### src/logic/pll_seq_pkg.sv
// Shared constants for the PLL power-up sequencer and its ratio decoder.
package pll_seq_pkg;

  // ************************************************************
  // Register map, word offsets on the plain register port.
  // ************************************************************
  localparam logic [3:0] OFS_PRESCALE  = 4'h0;
  localparam logic [3:0] OFS_OUTDIV    = 4'h1;
  localparam logic [3:0] OFS_FRAC_LO   = 4'h2;
  localparam logic [3:0] OFS_FRAC_MID  = 4'h3;
  localparam logic [3:0] OFS_FRAC_HI   = 4'h4;
  localparam logic [3:0] OFS_INT       = 4'h5;
  localparam logic [3:0] OFS_MODE      = 4'h6;
  localparam logic [3:0] OFS_CAL       = 4'h7;
  localparam logic [3:0] OFS_CTRL      = 4'h8;
  localparam logic [3:0] OFS_STATUS    = 4'h9;

  // ************************************************************
  // Field positions.
  // ************************************************************
  localparam int CTRL_START_BIT   = 0;
  localparam int CTRL_SRC_BIT     = 1;
  localparam int STAT_POWER_BIT   = 0;
  localparam int STAT_SETTLED_BIT = 1;
  localparam int STAT_REF_BIT     = 2;
  localparam int STAT_SRC_BIT     = 3;

  // ************************************************************
  // Reset values.
  // ************************************************************
  localparam logic [1:0] RST_PRESCALE = 2'h0;
  localparam logic [7:0] RST_OUTDIV   = 8'h10;
  localparam logic [7:0] RST_INT      = 8'h40;
  localparam logic [1:0] RST_MODE     = 2'h3;
  localparam logic [7:0] RST_CAL      = 8'h80;

  // ************************************************************
  // Codes of the prescaler and the mode multiplier field.
  // ************************************************************
  localparam logic [1:0] PRESCALE_DIV1 = 2'b00;
  localparam logic [1:0] PRESCALE_DIV2 = 2'b01;
  localparam logic [1:0] PRESCALE_DIV4 = 2'b10;
  localparam logic [1:0] PRESCALE_DIV8 = 2'b11;
  localparam logic [3:0] DIV_BY_1      = 4'h1;
  localparam logic [3:0] DIV_BY_2      = 4'h2;
  localparam logic [3:0] DIV_BY_4      = 4'h4;
  localparam logic [3:0] DIV_BY_8      = 4'h8;
  localparam logic [1:0] MODE_CORR_A   = 2'b01;
  localparam logic [1:0] MODE_BYPASS   = 2'b11;

  // ************************************************************
  // Timing.
  // ************************************************************
  localparam int CLK_PERIOD_NS   = 100;
  localparam int SETTLE_TIME_US  = 800;
  localparam int SETTLE_CYC_DFLT = (SETTLE_TIME_US * 1000 + CLK_PERIOD_NS - 1) / CLK_PERIOD_NS;
  localparam int SETTLE_CNT_W    = 16;
  localparam int REF_IDLE_CYC    = 255;
  localparam int REF_IDLE_W      = 8;

  // Power sequencing states.
  typedef enum logic [1:0] {ST_OFF, ST_SETTLE, ST_RUN} pll_state_t;

endpackage

### src/logic/pll_cfg_if.sv
// Carrier between the sequencer and its ratio decoder.
`timescale 1ns/10ps
`default_nettype none
interface pll_cfg_if;
  logic [1:0]  prescale;
  logic [1:0]  mode;
  logic [7:0]  int_factor;
  logic [23:0] frac_factor;
  logic [3:0]  ref_div;
  logic        corr_a_en;
  logic        corr_b_en;
  logic [31:0] mult_word;

  modport seq
  (
    output prescale, mode, int_factor, frac_factor,
    input  ref_div, corr_a_en, corr_b_en, mult_word
  );
  modport calc
  (
    input  prescale, mode, int_factor, frac_factor,
    output ref_div, corr_a_en, corr_b_en, mult_word
  );
endinterface
`default_nettype wire

### src/logic/pll_ratio_decode.sv
// Decodes prescaler, mode and factor settings into loop control words.
`timescale 1ns/10ps
`default_nettype none
module pll_ratio_decode
  import pll_seq_pkg::*;
(
  pll_cfg_if.calc cfg
);

  // ************************************************************
  // Reference prescaler decode.
  // ************************************************************
  // Prescaler code to divide ratio; code 01 halves the reference.
  always_comb
  begin
    case (cfg.prescale)
      PRESCALE_DIV1: cfg.ref_div = DIV_BY_1;
      PRESCALE_DIV2: cfg.ref_div = DIV_BY_2;
      PRESCALE_DIV4: cfg.ref_div = DIV_BY_4;
      default:       cfg.ref_div = DIV_BY_8;
    endcase
  end

  // ************************************************************
  // Correction factors and loop multiplier.
  // ************************************************************
  // Code 11 turns both corrections off so the factors alone set the ratio.
  always_comb
  begin
    cfg.corr_a_en = (cfg.mode == MODE_CORR_A);
    cfg.corr_b_en = (cfg.mode != MODE_CORR_A) && (cfg.mode != MODE_BYPASS);
  end

  // Integer part in the top byte, fraction as a 24-bit binary fraction.
  assign cfg.mult_word = {cfg.int_factor, cfg.frac_factor};

endmodule
`default_nettype wire

### src/logic/pll_powerup_sequencer.sv
// Register file, power sequencing and clock selection for the fractional-N PLL.
// Functional notes
// - Prescaler codes 00, 10, 11 divide the reference by 1, 4, 8.
// - Mode code 11 bypasses both correction factors.
// - Loop output is prescaled reference times integer plus fractional factor.
// - Internal master clock is loop output divided by the output divider code.
// - The loop reference comes from the shared reference clock pin.
// - Clearing start powers the loop down; nothing else is needed.
// - Source select zero bypasses the loop, which may then be powered down.
//
// Local design decisions: strobed register access and the register offsets.
`timescale 1ns/10ps
`default_nettype none
module pll_powerup_sequencer
  import pll_seq_pkg::*;
#(
  parameter int SETTLE_CYCLES = SETTLE_CYC_DFLT
)
(
  input  wire logic        core_clk,
  input  wire logic        nrst,
  input  wire logic [3:0]  reg_addr,
  input  wire logic [7:0]  reg_wdata,
  input  wire logic        reg_wr,
  input  wire logic        reg_rd,
  output logic      [7:0]  reg_rdata,
  input  wire logic        shared_reference_clock_pin,
  output logic             pll_ref_clk,
  output logic             pll_power_en,
  output logic      [3:0]  pll_ref_div,
  output logic      [31:0] pll_mult_word,
  output logic             pll_corr_a_en,
  output logic             pll_corr_b_en,
  output logic      [7:0]  pll_cal_ratio,
  output logic      [7:0]  loop_output_divider,
  output logic             master_clock_source_select,
  output logic             pll_settled
);

  // ************************************************************
  // Configuration registers.
  // ************************************************************
  logic [1:0]  prescale_reg;
  logic [7:0]  outdiv_reg;
  logic [23:0] frac_reg;
  logic [7:0]  int_reg;
  logic [1:0]  mode_reg;
  logic [7:0]  cal_reg;
  logic        start_reg;
  logic        src_sel_reg;
  logic        ref_s1_reg;
  logic        ref_s2_reg;
  logic        ref_s3_reg;
  logic        ref_active_reg;
  logic [REF_IDLE_W-1:0]   ref_idle_reg;
  logic [SETTLE_CNT_W-1:0] settle_cnt_reg;
  pll_state_t  state_reg;
  pll_state_t  state_next;
  logic        stop_req;

  pll_cfg_if cfg ();

  // Register writes; the fraction is split over three byte addresses.
  always_ff @(posedge core_clk or negedge nrst)
  begin
    if (!nrst)
    begin
      prescale_reg <= RST_PRESCALE;
      outdiv_reg   <= RST_OUTDIV;
      frac_reg     <= 24'h00_0000;
      int_reg      <= RST_INT;
      mode_reg     <= RST_MODE;
      cal_reg      <= RST_CAL;
      start_reg    <= 1'b0;
      src_sel_reg  <= 1'b0;
    end
    else if (reg_wr)
    begin
      case (reg_addr)
        OFS_PRESCALE: prescale_reg <= reg_wdata[1:0];
        OFS_OUTDIV:   outdiv_reg <= reg_wdata;
        OFS_FRAC_LO:  frac_reg[7:0] <= reg_wdata;
        OFS_FRAC_MID: frac_reg[15:8] <= reg_wdata;
        OFS_FRAC_HI:  frac_reg[23:16] <= reg_wdata;
        OFS_INT:      int_reg <= reg_wdata;
        OFS_MODE:     mode_reg <= reg_wdata[1:0];
        OFS_CAL:      cal_reg <= reg_wdata;
        OFS_CTRL:
        begin
          start_reg   <= reg_wdata[CTRL_START_BIT];
          src_sel_reg <= reg_wdata[CTRL_SRC_BIT];
        end
        default:      start_reg <= start_reg;
      endcase
    end
  end

  // Read data stands for exactly one cycle; unmapped offsets read zero.
  always_ff @(posedge core_clk or negedge nrst)
  begin
    if (!nrst)
      reg_rdata <= 8'h00;
    else if (!reg_rd)
      reg_rdata <= 8'h00;
    else
    begin
      case (reg_addr)
        OFS_PRESCALE: reg_rdata <= {6'h00, prescale_reg};
        OFS_OUTDIV:   reg_rdata <= outdiv_reg;
        OFS_FRAC_LO:  reg_rdata <= frac_reg[7:0];
        OFS_FRAC_MID: reg_rdata <= frac_reg[15:8];
        OFS_FRAC_HI:  reg_rdata <= frac_reg[23:16];
        OFS_INT:      reg_rdata <= int_reg;
        OFS_MODE:     reg_rdata <= {6'h00, mode_reg};
        OFS_CAL:      reg_rdata <= cal_reg;
        OFS_CTRL:     reg_rdata <= {6'h00, src_sel_reg, start_reg};
        OFS_STATUS:   reg_rdata <= {4'h0, src_sel_reg, ref_active_reg,
                                    (state_reg == ST_RUN), (state_reg != ST_OFF)};
        default:      reg_rdata <= 8'h00;
      endcase
    end
  end

  // ************************************************************
  // Reference pin conditioning.
  // ************************************************************
  // Two stages before any logic looks at the pin, a third for edge finding.
  always_ff @(posedge core_clk or negedge nrst)
  begin
    if (!nrst)
    begin
      ref_s1_reg <= 1'b0;
      ref_s2_reg <= 1'b0;
      ref_s3_reg <= 1'b0;
    end
    else
    begin
      ref_s1_reg <= shared_reference_clock_pin;
      ref_s2_reg <= ref_s1_reg;
      ref_s3_reg <= ref_s2_reg;
    end
  end

  // Activity watch: only a slow reference can be seen here, so the
  // status bit is a hint for bring-up, not a frequency check.
  always_ff @(posedge core_clk or negedge nrst)
  begin
    if (!nrst)
    begin
      ref_idle_reg   <= '0;
      ref_active_reg <= 1'b0;
    end
    else if (ref_s2_reg != ref_s3_reg)
    begin
      ref_idle_reg   <= '0;
      ref_active_reg <= 1'b1;
    end
    else if (ref_idle_reg == REF_IDLE_W'(REF_IDLE_CYC))
      ref_active_reg <= 1'b0;
    else
      ref_idle_reg <= ref_idle_reg + 1'b1;
  end

  // ************************************************************
  // Power sequencing.
  // ************************************************************
  assign stop_req = !start_reg;

  // Dropping start wins from any state and needs no other step.
  always_comb
  begin
    state_next = state_reg;
    case (state_reg)
      ST_OFF:    if (start_reg) state_next = ST_SETTLE;
      ST_SETTLE:
      begin
        if (stop_req)
          state_next = ST_OFF;
        else if (settle_cnt_reg >= SETTLE_CNT_W'(SETTLE_CYCLES - 1))
          state_next = ST_RUN;
      end
      ST_RUN:    if (stop_req) state_next = ST_OFF;
      default:   state_next = ST_OFF;
    endcase
  end

  always_ff @(posedge core_clk or negedge nrst)
  begin
    if (!nrst)
      state_reg <= ST_OFF;
    else
      state_reg <= state_next;
  end

  // Settling counter, runs only in ST_SETTLE; software sees the settled status bit, never the count.
  always_ff @(posedge core_clk or negedge nrst)
  begin
    if (!nrst)
      settle_cnt_reg <= '0;
    else if (state_reg != ST_SETTLE)
      settle_cnt_reg <= '0;
    else
      settle_cnt_reg <= settle_cnt_reg + 1'b1;
  end

  // ************************************************************
  // Loop control outputs.
  // ************************************************************
  assign cfg.prescale    = prescale_reg;
  assign cfg.mode        = mode_reg;
  assign cfg.int_factor  = int_reg;
  assign cfg.frac_factor = frac_reg;

  pll_ratio_decode u_decode
  (
    .cfg (cfg)
  );

  // All loop controls leave through flip-flops so the analog side sees clean levels.
  always_ff @(posedge core_clk or negedge nrst)
  begin
    if (!nrst)
    begin
      pll_ref_clk                <= 1'b0;
      pll_power_en               <= 1'b0;
      pll_ref_div                <= DIV_BY_1;
      pll_mult_word              <= 32'h0000_0000;
      pll_corr_a_en              <= 1'b0;
      pll_corr_b_en              <= 1'b0;
      pll_cal_ratio              <= RST_CAL;
      loop_output_divider        <= RST_OUTDIV;
      master_clock_source_select <= 1'b0;
      pll_settled                <= 1'b0;
    end
    else
    begin
      pll_ref_clk                <= ref_s2_reg;
      pll_power_en               <= (state_next != ST_OFF);
      pll_ref_div                <= cfg.ref_div;
      pll_mult_word              <= cfg.mult_word;
      pll_corr_a_en              <= cfg.corr_a_en;
      pll_corr_b_en              <= cfg.corr_b_en;
      pll_cal_ratio              <= cal_reg;
      loop_output_divider        <= outdiv_reg;
      master_clock_source_select <= src_sel_reg;
      pll_settled                <= (state_next == ST_RUN);
    end
  end
endmodule
`default_nettype wire

### config.mk
export PLATFORM = sky130hd
export DESIGN_NAME = pll_powerup_sequencer
export DESIGN_NICKNAME = d
export VERILOG_FILES = /design/src/logic/pll_seq_pkg.sv /design/src/logic/pll_cfg_if.sv /design/src/logic/pll_ratio_decode.sv /design/src/logic/pll_powerup_sequencer.sv
export SDC_FILE = /design/constraint.sdc
export NUM_CORES = 1
export LEC_CHECK = 0
export BUFFER_PORTS_ARGS = -buffer_cell sky130_fd_sc_hd__clkbuf_2
export CAP_MARGIN = 20
export CELL_PAD_IN_SITES_DETAIL_PLACEMENT = 0
export CELL_PAD_IN_SITES_GLOBAL_PLACEMENT = 2
export CORE_ASPECT_RATIO = 2
export CORE_UTILIZATION = 43
export DETAILED_ROUTE_END_ITERATION = 8
export PLACE_DENSITY_LB_ADDON = 0.1
export SYNTH_ARGS = -nofsm -noshare
export SYNTH_HDL_FRONTEND = slang
export SYNTH_SLANG_ARGS = --single-unit
### constraint.sdc
create_clock -name core_clk -period 3.75 [get_ports core_clk]
set_clock_uncertainty 0.1 [all_clocks]
set_input_delay 0.375 -clock core_clk [delete_from_list [all_inputs] [get_ports core_clk]]
set_output_delay 0.375 -clock core_clk [all_outputs]
set_load 0.02 [all_outputs]
==> results of run 1 <==
worst reg2reg max path, stage by stage (launching register included):
cell	delay, ns
dfrtp_1	0.41
ha_1	0.24
nand2_1	0.13
or2_1	0.29
o311ai_0	0.33
o41ai_1	0.13
cell families (layout without fill, tap and decap cells):
family	Yosys count	count (layout)
xor gates and xnor gates	14	14
and+or+nand+nor	108	108
buffers and inverters	20	126
AOI/OAI and AO/OA	49	49
adders and majority gates	2	2
muxes	74	74
DFF	149	149
final cells by class:
cell class	instances	area (sq um)
multi-input cells	247	1990
clock buffers	20	457
well taps	152	190
repair buffers	87	479
fillers	1169	6140
clock inverters	12	119
flip-flops and latches	149	3740
inverters	7	26.3
synthesized netlist by cell type (2+ instances only):
master and n:
xor2_1 3, dfstp_2 8, dfrtp_1 141, a31oi_1 7
nor2_1 30, buf_6 2, a21oi_1 7, nor2b_1 4
and3_1 3, nor2_2 3, a221oi_1 4, mux2i_1 15
buf_2 8, nand2_2 3, nand3_1 9, nor3_1 6
nand2b_1 6, xnor2_1 11, mux2_2 42, nand4_1 2
or3_1 3, nor4_1 3, inv_1 6, a21o_1 3
nor3b_2 2, o2bb2ai_1 2, a32o_1 2, a211oi_1 8
o21ai_0 6, mux2_4 16, nand2_1 17, and4b_1 2
and2_1 6, buf_4 2, a31o_2 3, ha_1 2
placed cells by master, fill, tap and decap left out, types with 4 or more instances in the layout:
| master | count |
|---|---|
| o21ai_0 | 6 |
| mux2_4 | 16 |
| nand3_1 | 9 |
| a221oi_1 | 4 |
| and2_1 | 6 |
| inv_1 | 6 |
| clkinvlp_4 | 6 |
| nor2_1 | 30 |
| dfrtp_1 | 141 |
| xnor2_1 | 11 |
| mux2i_1 | 15 |
| dfstp_2 | 8 |
| a21oi_1 | 7 |
| nor2b_1 | 4 |
| clkbuf_16 | 17 |
| inv_6 | 4 |
| a211oi_1 | 8 |
| a31oi_1 | 7 |
| nand2_1 | 17 |
| mux2_2 | 42 |
| clkbuf_2 | 81 |
| nand2b_1 | 6 |
| nor3_1 | 6 |
power groups by stage:
stage / registers, mW / logic, mW / clock network (mW)
final: 2.11 / 0.734 / 1.64
after CTS: 2.12 / 0.744 / 1.68
after global routing: 2.15 / 0.791 / 1.74
after floorplan: 2.27 / 0.291 / 0
after detailed placement: 2.15 / 0.740 / 0
after global placement: 2.15 / 0.731 / 0
layer usage:
metal / part of all wire (%) / GRT usage, %
met1: 40 / 22.5
met2: 54 / 35.8
met4: 2.5 / 8.92
met5: 0 / 0
met3: 3.2 / 4.56
stage by stage:
stage | instance area, sq um | total power, mW | util (%)
after floorplan | 5830 | 2.56 | -
after global placement | 6370 | 2.88 | 48.5
after CTS | 6960 | 4.54 | 53.0
after global routing | 7000 | 4.69 | 53.3
after detailed placement | 6370 | 2.89 | 48.5
final | 7000 | 4.49 | 53.3
path summary, 6_finish.rpt:
kind | start | to | slack [ns]
worst min register to register | ref_s1_reg | ref_s2_reg | 0.25
min in group asynchronous | nrst | settle_cnt_reg[12] | 0.28
worst max register to register | settle_cnt_reg[0] | settle_cnt_reg[14] | 1.99
worst max-delay path | reg_addr[0] | cal_reg[0] | 1.78
worst min-delay path | reg_wdata[5] | cfg.frac_factor[21] | 0.18
max in group asynchronous | nrst | ref_idle_reg[0] | 2.23
what timing repair did:
action | CTS | global route
hold endpoints to repair | 1 | 23
hold buffers | 1 | 1
setup buffers | 0 | 0
==> results.sh, run 1 <==
export IMPL_route_detailed_drc=7
export IMPL_cts_sinks=149
export IMPL_synth_cell_types=55
export IMPL_cts_made_buffers=17
export IMPL_vias=3584
export IMPL_max_stage_delay_ns=0.61
export IMPL_pwr_share_clk_pct=36.5
export IMPL_path_buf_inv=1
export IMPL_synthAdderAreaFrac_pct=0.429
export IMPL_rows=59
export IMPL_clockBufferDepth=2
export IMPL_fin_crit_ns=1.97
export IMPL_dieArea_sq_um=14100
export IMPL_stdcell_count=674
export IMPL_ctsResizeCount=0
export IMPL_antenna_left=0
export IMPL_worst_pin_slew_ns=0.710
export IMPL_violations="DRC"
export IMPL_antenna_found_initial=0
export IMPL_maxSlewHeadroom_pct=52.6
export IMPL_coreArea_sq_um=13100
export IMPL_grt_first_pass_wirelength_um=21100
export IMPL_synth_top_area_share_pct=60.5
export IMPL_synthXorXnorAreaFrac_pct=2.10
export IMPL_whs_ns=0.183
export IMPL_ys_top_cells_by_area="dfrtp_1, mux2_2, mux2_4"
export IMPL_pwr_share_comb_pct=16.4
export IMPL_synth_edf_count=0
export IMPL_grt_setup_unrepaired="false"
export IMPL_hold_path_depth=2
export IMPL_ys_seq_area_share_pct=64.1
export IMPL_power_leakage_nw=3.26
export IMPL_clkTransAtPathRegs_ns=0.07
export IMPL_gp_congestion=0.759
export IMPL_wire_per_inst_um=19.2
export IMPL_fin_setup_tns_ns=0
export IMPL_slew_violations=0
export IMPL_die_h_um=167
export IMPL_grt_max_degree=119
export IMPL_finalCritPeriodShare_pct=52.6
export IMPL_p_seq_share_pct=47.1
export IMPL_synth_compound_area_share_pct=5.96
export IMPL_root_buffer="clkbuf_16"
export IMPL_reg2regPathDepth=5
export IMPL_diodes=0
export IMPL_hp_class="input pin to register"
export IMPL_outcome="finished, violations left"
export IMPL_required_ns=3.94
export IMPL_dp_slack_ns=1.37
export IMPL_via_per_inst=5.32
export IMPL_die_w_um=84.4
export IMPL_worstSkewPairLatency_ns=0.41
export IMPL_ys_seq_elements=149
export IMPL_hold_viol_final=0
export IMPL_area_delta_synth_final_pct=19.9
export IMPL_synthSimpleGateAreaFrac_pct=10.4
export IMPL_synthFlopType="dfrtp_1"
export IMPL_synth_top_family_by_area="multiplexers"
export IMPL_netlist_instances=416
export IMPL_htree_levels=4
export IMPL_p_per_area_nw_per_um2=641
export IMPL_syn_num_nets=435
export IMPL_dr_pass1_iters=8
export IMPL_start_util_pct=44.4
export IMPL_yosys_warnings=0
export IMPL_grt_usage_pct=20.0
export IMPL_netSwitchingFraction_pct=29.0
export IMPL_finalSetupViolations=0
export IMPL_overflow=0
export IMPL_grt_pass1_vias=3908
export IMPL_drt_iter0_markers=106
export IMPL_finalWirelength_um=13000
export IMPL_syn_area_sq_um=5830
export IMPL_numPortBuffers=82
export IMPL_largest_register_ffs=32
export IMPL_cp_end_kind="register"
export IMPL_cp_data_arrival_time_ns=2.16
export IMPL_dpl_cell_count=639
export IMPL_crit_type="input pin to register"
export IMPL_yosysTopAreaCell="dfrtp_1"
export IMPL_clock_fmax_ghz=0.507
export IMPL_critPathLaunchType="input pin"
export IMPL_nets=528
export IMPL_ir_worst_vdd_v=0.000318
export IMPL_cts_tree="built"
export IMPL_internal_power_mw=3.18
export IMPL_muxShareOfSynthArea_pct=15.2
export IMPL_final_setup_worst_slack_ns=1.78
export IMPL_syn_avg_cell_area_sq_um=14.0
export IMPL_place_hpwl_um=8820
export IMPL_crit_path_max_fanout=25
export IMPL_cp_slowest_cell="nor2_2"
export IMPL_cp_top_family="simple AND/OR/NAND/NOR gates"
export IMPL_drv_cap=0
export IMPL_drive_gt1_share_pct=38.1
export IMPL_async_reset_ff_share_pct=100
export IMPL_crit_chain="clkbuf_2 -> nand2_2 -> nor2_2 -> mux2_2"
export IMPL_p_switching_mw=1.30
export IMPL_crit_cells=4
export IMPL_io_pins=83
Note: power is estimated with default switching activity, not from simulation.
==> run 2, diff against run 1 <==
--- a/config.mk
+++ b/config.mk
@@ -5,12 +5,13 @@
 export SDC_FILE = /design/constraint.sdc
 export NUM_CORES = 1
 export LEC_CHECK = 0
+export ABC_AREA = 1
 export BUFFER_PORTS_ARGS = -buffer_cell sky130_fd_sc_hd__clkbuf_2
 export CAP_MARGIN = 20
 export CELL_PAD_IN_SITES_DETAIL_PLACEMENT = 0
 export CELL_PAD_IN_SITES_GLOBAL_PLACEMENT = 2
 export CORE_ASPECT_RATIO = 2
-export CORE_UTILIZATION = 43
+export CORE_UTILIZATION = 35
 export DETAILED_ROUTE_END_ITERATION = 8
 export PLACE_DENSITY_LB_ADDON = 0.1
 export SYNTH_ARGS = -nofsm -noshare
==> constraint.sdc (replaced) <==
create_clock -name core_clk -period 1.9 [get_ports core_clk]
set_clock_uncertainty 0.1 [all_clocks]
set_input_delay 0.19 -clock core_clk [delete_from_list [all_inputs] [get_ports core_clk]]
set_output_delay 0.19 -clock core_clk [all_outputs]
set_load 0.02 [all_outputs]
==> results.sh, run 2 <==
export IMPL_syn_num_nets=606
export IMPL_synth_cell_types=25
export IMPL_io_pins=83
export IMPL_synthSimpleGateAreaFrac_pct=21.3
export IMPL_required_ns=2.13
export IMPL_coreArea_sq_um=16200
export IMPL_clkTransAtPathRegs_ns=0.06
export IMPL_vias=4209
export IMPL_drv_cap=0
export IMPL_synth_most_common_cell="nand2_1"
export IMPL_route_detailed_drc=0
export IMPL_cts_tree="built"
export IMPL_rows=66
export IMPL_area_delta_synth_final_pct=22.1
export IMPL_yosysTopAreaCell="dfrtp_1"
export IMPL_die_h_um=183
export IMPL_fin_setup_tns_ns=0
export IMPL_whs_ns=0.0613
export IMPL_finalCritPeriodShare_pct=88.8
export IMPL_crit_chain="ha_1 -> nand2_1 -> inv_1 -> nand3_1 -> nor2_1 -> inv_1 -> o21ai_0"
export IMPL_finalSetupViolations=0
export IMPL_place_hpwl_um=11400
export IMPL_hp_class="input pin to register"
export IMPL_power_leakage_nw=3.62
export IMPL_htree_levels=4
export IMPL_p_per_area_nw_per_um2=1210
export IMPL_synthXorXnorAreaFrac_pct=0.152
export IMPL_grt_first_pass_wirelength_um=23500
export IMPL_layout_common_cells="nand2_1, dfrtp_1, clkbuf_2"
export IMPL_critPathLaunchType="register"
export IMPL_grt_max_degree=43
export IMPL_synthFlopType="dfrtp_1"
export IMPL_via_per_inst=4.64
export IMPL_cp_top_family="simple AND/OR/NAND/NOR gates"
export IMPL_ys_seq_elements=149
export IMPL_crit_type="register to register"
export IMPL_slew_violations=0
export IMPL_syn_area_sq_um=5760
export IMPL_grt_setup_unrepaired="false"
export IMPL_crit_top_cell="inv_1"
export IMPL_dp_slack_ns=0.214
export IMPL_cp_data_arrival_time_ns=1.92
export IMPL_synth_top_family_by_area="simple AND/OR/NAND/NOR gates"
export IMPL_root_buffer="clkbuf_16"
export IMPL_cp_end_kind="register"
export IMPL_async_reset_ff_share_pct=100
export IMPL_synth_compound_area_share_pct=8.13
export IMPL_layout_commonest_cell="nand2_1"
export IMPL_cp_slowest_cell="dfrtp_1"
export IMPL_drt_iter0_markers=165
export IMPL_grt_pass1_vias=4374
export IMPL_worstSkewPairLatency_ns=0.42
export IMPL_hold_viol_final=0
export IMPL_grt_usage_pct=19.3
export IMPL_diodes=0
export IMPL_path_buf_inv=2
export IMPL_max_stage_delay_ns=0.36
export IMPL_dpl_cell_count=873
export IMPL_dr_pass1_iters=4
export IMPL_cts_hold_buf=3
export IMPL_antenna_found_initial=0
export IMPL_cts_sinks=149
export IMPL_netlist_instances=587
export IMPL_synth_top_area_share_pct=61.3
export IMPL_finalWirelength_um=15200
export IMPL_gp_congestion=0.808
export IMPL_synthAdderAreaFrac_pct=0.435
export IMPL_overflow=0
export IMPL_drive_gt1_share_pct=20.6
export IMPL_ys_top_cells_by_area="dfrtp_1, nand2_1, o21ai_0"
export IMPL_clockBufferDepth=2
export IMPL_yosys_warnings=0
export IMPL_maxSlewHeadroom_pct=65.2
export IMPL_fin_util_pct=43.4
export IMPL_synth_edf_count=0
export IMPL_syn_avg_cell_area_sq_um=9.81
export IMPL_clock_fmax_ghz=0.593
export IMPL_numPortBuffers=82
export IMPL_final_setup_worst_slack_ns=0.213
export IMPL_fin_crit_ns=1.69
export IMPL_stdcell_count=907
export IMPL_wire_per_inst_um=16.8
export IMPL_cts_made_buffers=17
export IMPL_worst_pin_slew_ns=0.518
export IMPL_outcome="finished clean"
export IMPL_post_cts_setup_buffers=0
export IMPL_largest_register_ffs=32
export IMPL_nets=710
export IMPL_die_w_um=92.7
export IMPL_muxShareOfSynthArea_pct=0
export IMPL_crit_path_max_fanout=8
export IMPL_ctsResizeCount=0
export IMPL_dieArea_sq_um=17000
export IMPL_synth_common_cells="nand2_1, dfrtp_1, o21ai_0"
export IMPL_ys_seq_area_share_pct=64.9
export IMPL_start_util_pct=35.6
export IMPL_ir_worst_vdd_v=0.000543
export IMPL_antenna_left=0
run 2: changes by cell type after synthesis, sizes merged, moves of 7 or more:
cell    change
a211oi      -8
a21oi       +8
inv        +48
mux2       -58
mux2i      -15
nand2     +150
nand2b      -7
nand3      +30
nor2       +24
o21ai      +64
xnor2      -11
run 2: cells by family (layout without fill, tap and decap cells):
| group | after synthesis | in the layout |
|---|---|---|
| and+or+nand+nor | 281 | 281 |
| adders and majority gates | 2 | 2 |
| buffers and inverters | 63 | 179 |
| DFF | 149 | 149 |
| AOI/OAI and AO/OA | 91 | 91 |
| xor gates and xnor gates | 1 | 1 |
run 2: where the power goes:
part	internal, mW	total [mW]	switching, mW
sequential	3.71	4.07	0.355
combinational	0.369	1.15	0.777
clock	1.98	3.26	1.28
total	6.07	8.48	2.41
run 2: tightest hold or removal path: cells and delay by family:
family | cells | cell delay [ns]
AO/OA/AOI/OAI | 1 | 0.17
buffers and inverters | 2 | 0.17
run 2: stage by stage:
step / instance area, sq um / total power [mW]
detailed placement: 6430 / 5.29
floorplan: 5760 / 4.68
finish: 7030 / 8.48
global route: 7030 / 8.87
CTS: 7030 / 8.59
global placement: 6430 / 5.28
run 2: layout make-up:
class	instances	area, sq um
fillers	1639	9160
multi-input cells	375	1730
repair buffers	93	532
clock buffers	21	460
inverters	55	206
flip-flops and latches	149	3740
well taps	204	255
clock inverters	10	109
run 2: metal layers:
layer / vias to the layer above / GRT usage, % / share of wire, %
met5: - / 0 / 0
met4: 0 / 9.48 / 2.5
met3: 17 / 3.44 / 2.4
met2: 72 / 38.2 / 60
met1: 2035 / 18.3 / 35
li1: 2085 / - / -
run 2: path summary, 6_finish.rpt:
path                       depth (start not counted)  slack (ns)             from                     end
max                                                7        0.21  ref_idle_reg[1]         ref_idle_reg[0]
min                                                3        0.06     reg_wdata[6]      cfg.frac_factor[6]
max reg2reg                                        7        0.21  ref_idle_reg[1]         ref_idle_reg[0]
min reg2reg                                        0        0.25       ref_s1_reg              ref_s2_reg
max in group asynchronous                          3        0.86             nrst  loop_output_divider[4]
min in group asynchronous                          2        0.16             nrst      settle_cnt_reg[14]
==> run 3, diff against run 2 <==
--- a/config.mk
+++ b/config.mk
@@ -11,7 +11,8 @@
 export CELL_PAD_IN_SITES_DETAIL_PLACEMENT = 0
 export CELL_PAD_IN_SITES_GLOBAL_PLACEMENT = 2
 export CORE_ASPECT_RATIO = 2
-export CORE_UTILIZATION = 35
+export CORE_UTILIZATION = 37
+export CTS_BUF_LIST = sky130_fd_sc_hd__clkbuf_8
 export DETAILED_ROUTE_END_ITERATION = 8
 export PLACE_DENSITY_LB_ADDON = 0.1
 export SYNTH_ARGS = -nofsm -noshare
==> results.sh, run 3 (same netlist as run 2, synthesis figures left out) <==
export IMPL_largest_register_ffs=32
export IMPL_coreArea_sq_um=15200
export IMPL_placed_area_sq_um=6450
export IMPL_drive_gt1_share_pct=21.0
export IMPL_start_util_pct=37.8
export IMPL_rows=64
export IMPL_finalSetupViolations=0
export IMPL_p_per_area_nw_per_um2=1100
export IMPL_whs_ns=0.0305
export IMPL_antenna_found_initial=0
export IMPL_die_w_um=90.2
export IMPL_diodes=0
export IMPL_area_delta_synth_final_pct=19.4
export IMPL_gr_usage_met1_pct=19.3
export IMPL_cts_tree="built"
export IMPL_overflow=0
export IMPL_hold_viol_final=0
export IMPL_ir_worst_vdd_v=0.000653
export IMPL_via_per_inst=4.72
export IMPL_cp_data_arrival_time_ns=1.91
export IMPL_power_mw=7.57
export IMPL_nets=712
export IMPL_cp_end_kind="register"
export IMPL_wire_per_inst_um=16.6
export IMPL_grt_use_met3_pct=3.67
export IMPL_grt_use_met2_pct=39.4
export IMPL_grt_max_degree=56
export IMPL_cts_sinks=149
export IMPL_grt_first_pass_wirelength_um=23400
export IMPL_maxSlewHeadroom_pct=61.2
export IMPL_root_buffer="clkbuf_8"
export IMPL_fin_util_pct=45.2
export IMPL_critPathLaunchType="register"
export IMPL_die_h_um=178
export IMPL_grt_usage_pct=19.8
export IMPL_dr_pass1_iters=4
export IMPL_outcome="finished clean"
export IMPL_route_detailed_drc=0
export IMPL_power_leakage_nw=3.55
export IMPL_fin_setup_tns_ns=0
export IMPL_layout_commonest_cell="nand2_1"
export IMPL_vias=4271
export IMPL_dieArea_sq_um=16100
export IMPL_grt_pass1_vias=4412
export IMPL_crit_path_max_fanout=4
export IMPL_crit_type="register to register"
export IMPL_grt_setup_unrepaired="false"
export IMPL_drt_iter0_markers=128
export IMPL_numPortBuffers=82
export IMPL_htree_levels=4
export IMPL_layout_common_cells="nand2_1, dfrtp_1, clkbuf_2"
export IMPL_cts_made_buffers=17
export IMPL_clockBufferDepth=2
export IMPL_required_ns=2.18
export IMPL_fin_crit_ns=1.62
export IMPL_finalWirelength_um=15000
export IMPL_fin_area_sq_um=6870
export IMPL_slew_violations=0
export IMPL_clock_fmax_ghz=0.617
export IMPL_io_pins=83
export IMPL_gp_congestion=0.822
export IMPL_drv_cap=0
export IMPL_clkTransAtPathRegs_ns=0.08
export IMPL_antenna_left=0
export IMPL_worst_pin_slew_ns=0.583
export IMPL_place_hpwl_um=11300
export IMPL_worstSkewPairLatency_ns=0.45
export IMPL_hp_class="input pin to register"
export IMPL_busiest_layer="met2"
export IMPL_finalCritPeriodShare_pct=85.4
[run 3: cell types whose count changed in the layout (fill, tap and decap cells not counted), sizes merged]
cell | previous run | this run
buf | 9 | 11
bufinv | 2 | 1
clkbuf | 102 | 103
clkinv | 6 | 1
clkinvlp | 2 | 5
inv | 55 | 58
[run 3: metal layers]
layer	wire, um	up-vias
met1	5410	2072
met2	8770	79
met3	416	25
met5	0	-
li1	-	2095
met4	431	0
[run 3: area by class of cell]
cell class                 instances  area (sq um)
clock buffer                      22           303
clock inverter                    10          83.8
fill                            1531          8340
inverter                          55           206
multi-input combinational        375          1730
sequential                       149          3740
tap                              198           248
timing repair buffer              95           559
[run 3: repair_timing]
item | in CTS | in global routing
hold endpoints to repair | 68 | 0
setup buffers | 0 | 0
gates resized for setup | 0 | 1
endpoints found under the setup margin | 0 | 1
hold buffers | 3 | 0
[run 3: where the power goes]
| group | total (mW) | switching, mW | internal (mW) |
|---|---|---|---|
| combinational | 1.15 | 0.777 | 0.374 |
| clock | 2.36 | 1.17 | 1.19 |
| sequential | 4.06 | 0.353 | 3.71 |
| total | 7.57 | 2.30 | 5.27 |
[run 3: through the flow]
| stage | worst slack (ns) | cells |
|---|---|---|
| finish | 0.278 | 904 |
| CTS | 0.143 | 904 |
| global route | 0.108 | 904 |
| floorplan | 0.528 | 587 |
| detailed placement | 0.185 | 869 |
| global placement | 0.233 | 869 |
[run 3: worst max-delay path, stage by stage, from the launching register on]
cell,delay [ns]
dfrtp_1,0.42
inv_1,0.11
nor3_1,0.45
nand2_1,0.16
o21ai_0,0.17
inv_1,0.06
nor2_1,0.09
[run 3: worst paths after layout]
| path | start | endpoint | slack, ns | cells past startpoint |
|---|---|---|---|---|
| min | reg_wdata[6] | cal_reg[6] | 0.03 | 3 |
| min reg2reg | ref_s1_reg | ref_s2_reg | 0.25 | 0 |
| max | settle_cnt_reg[6] | settle_cnt_reg[10] | 0.28 | 6 |
| max reg2reg | settle_cnt_reg[6] | settle_cnt_reg[10] | 0.28 | 6 |
| max in group asynchronous | nrst | loop_output_divider[4] | 0.87 | 3 |
| min in group asynchronous | nrst | settle_cnt_reg[14] | 0.16 | 2 |
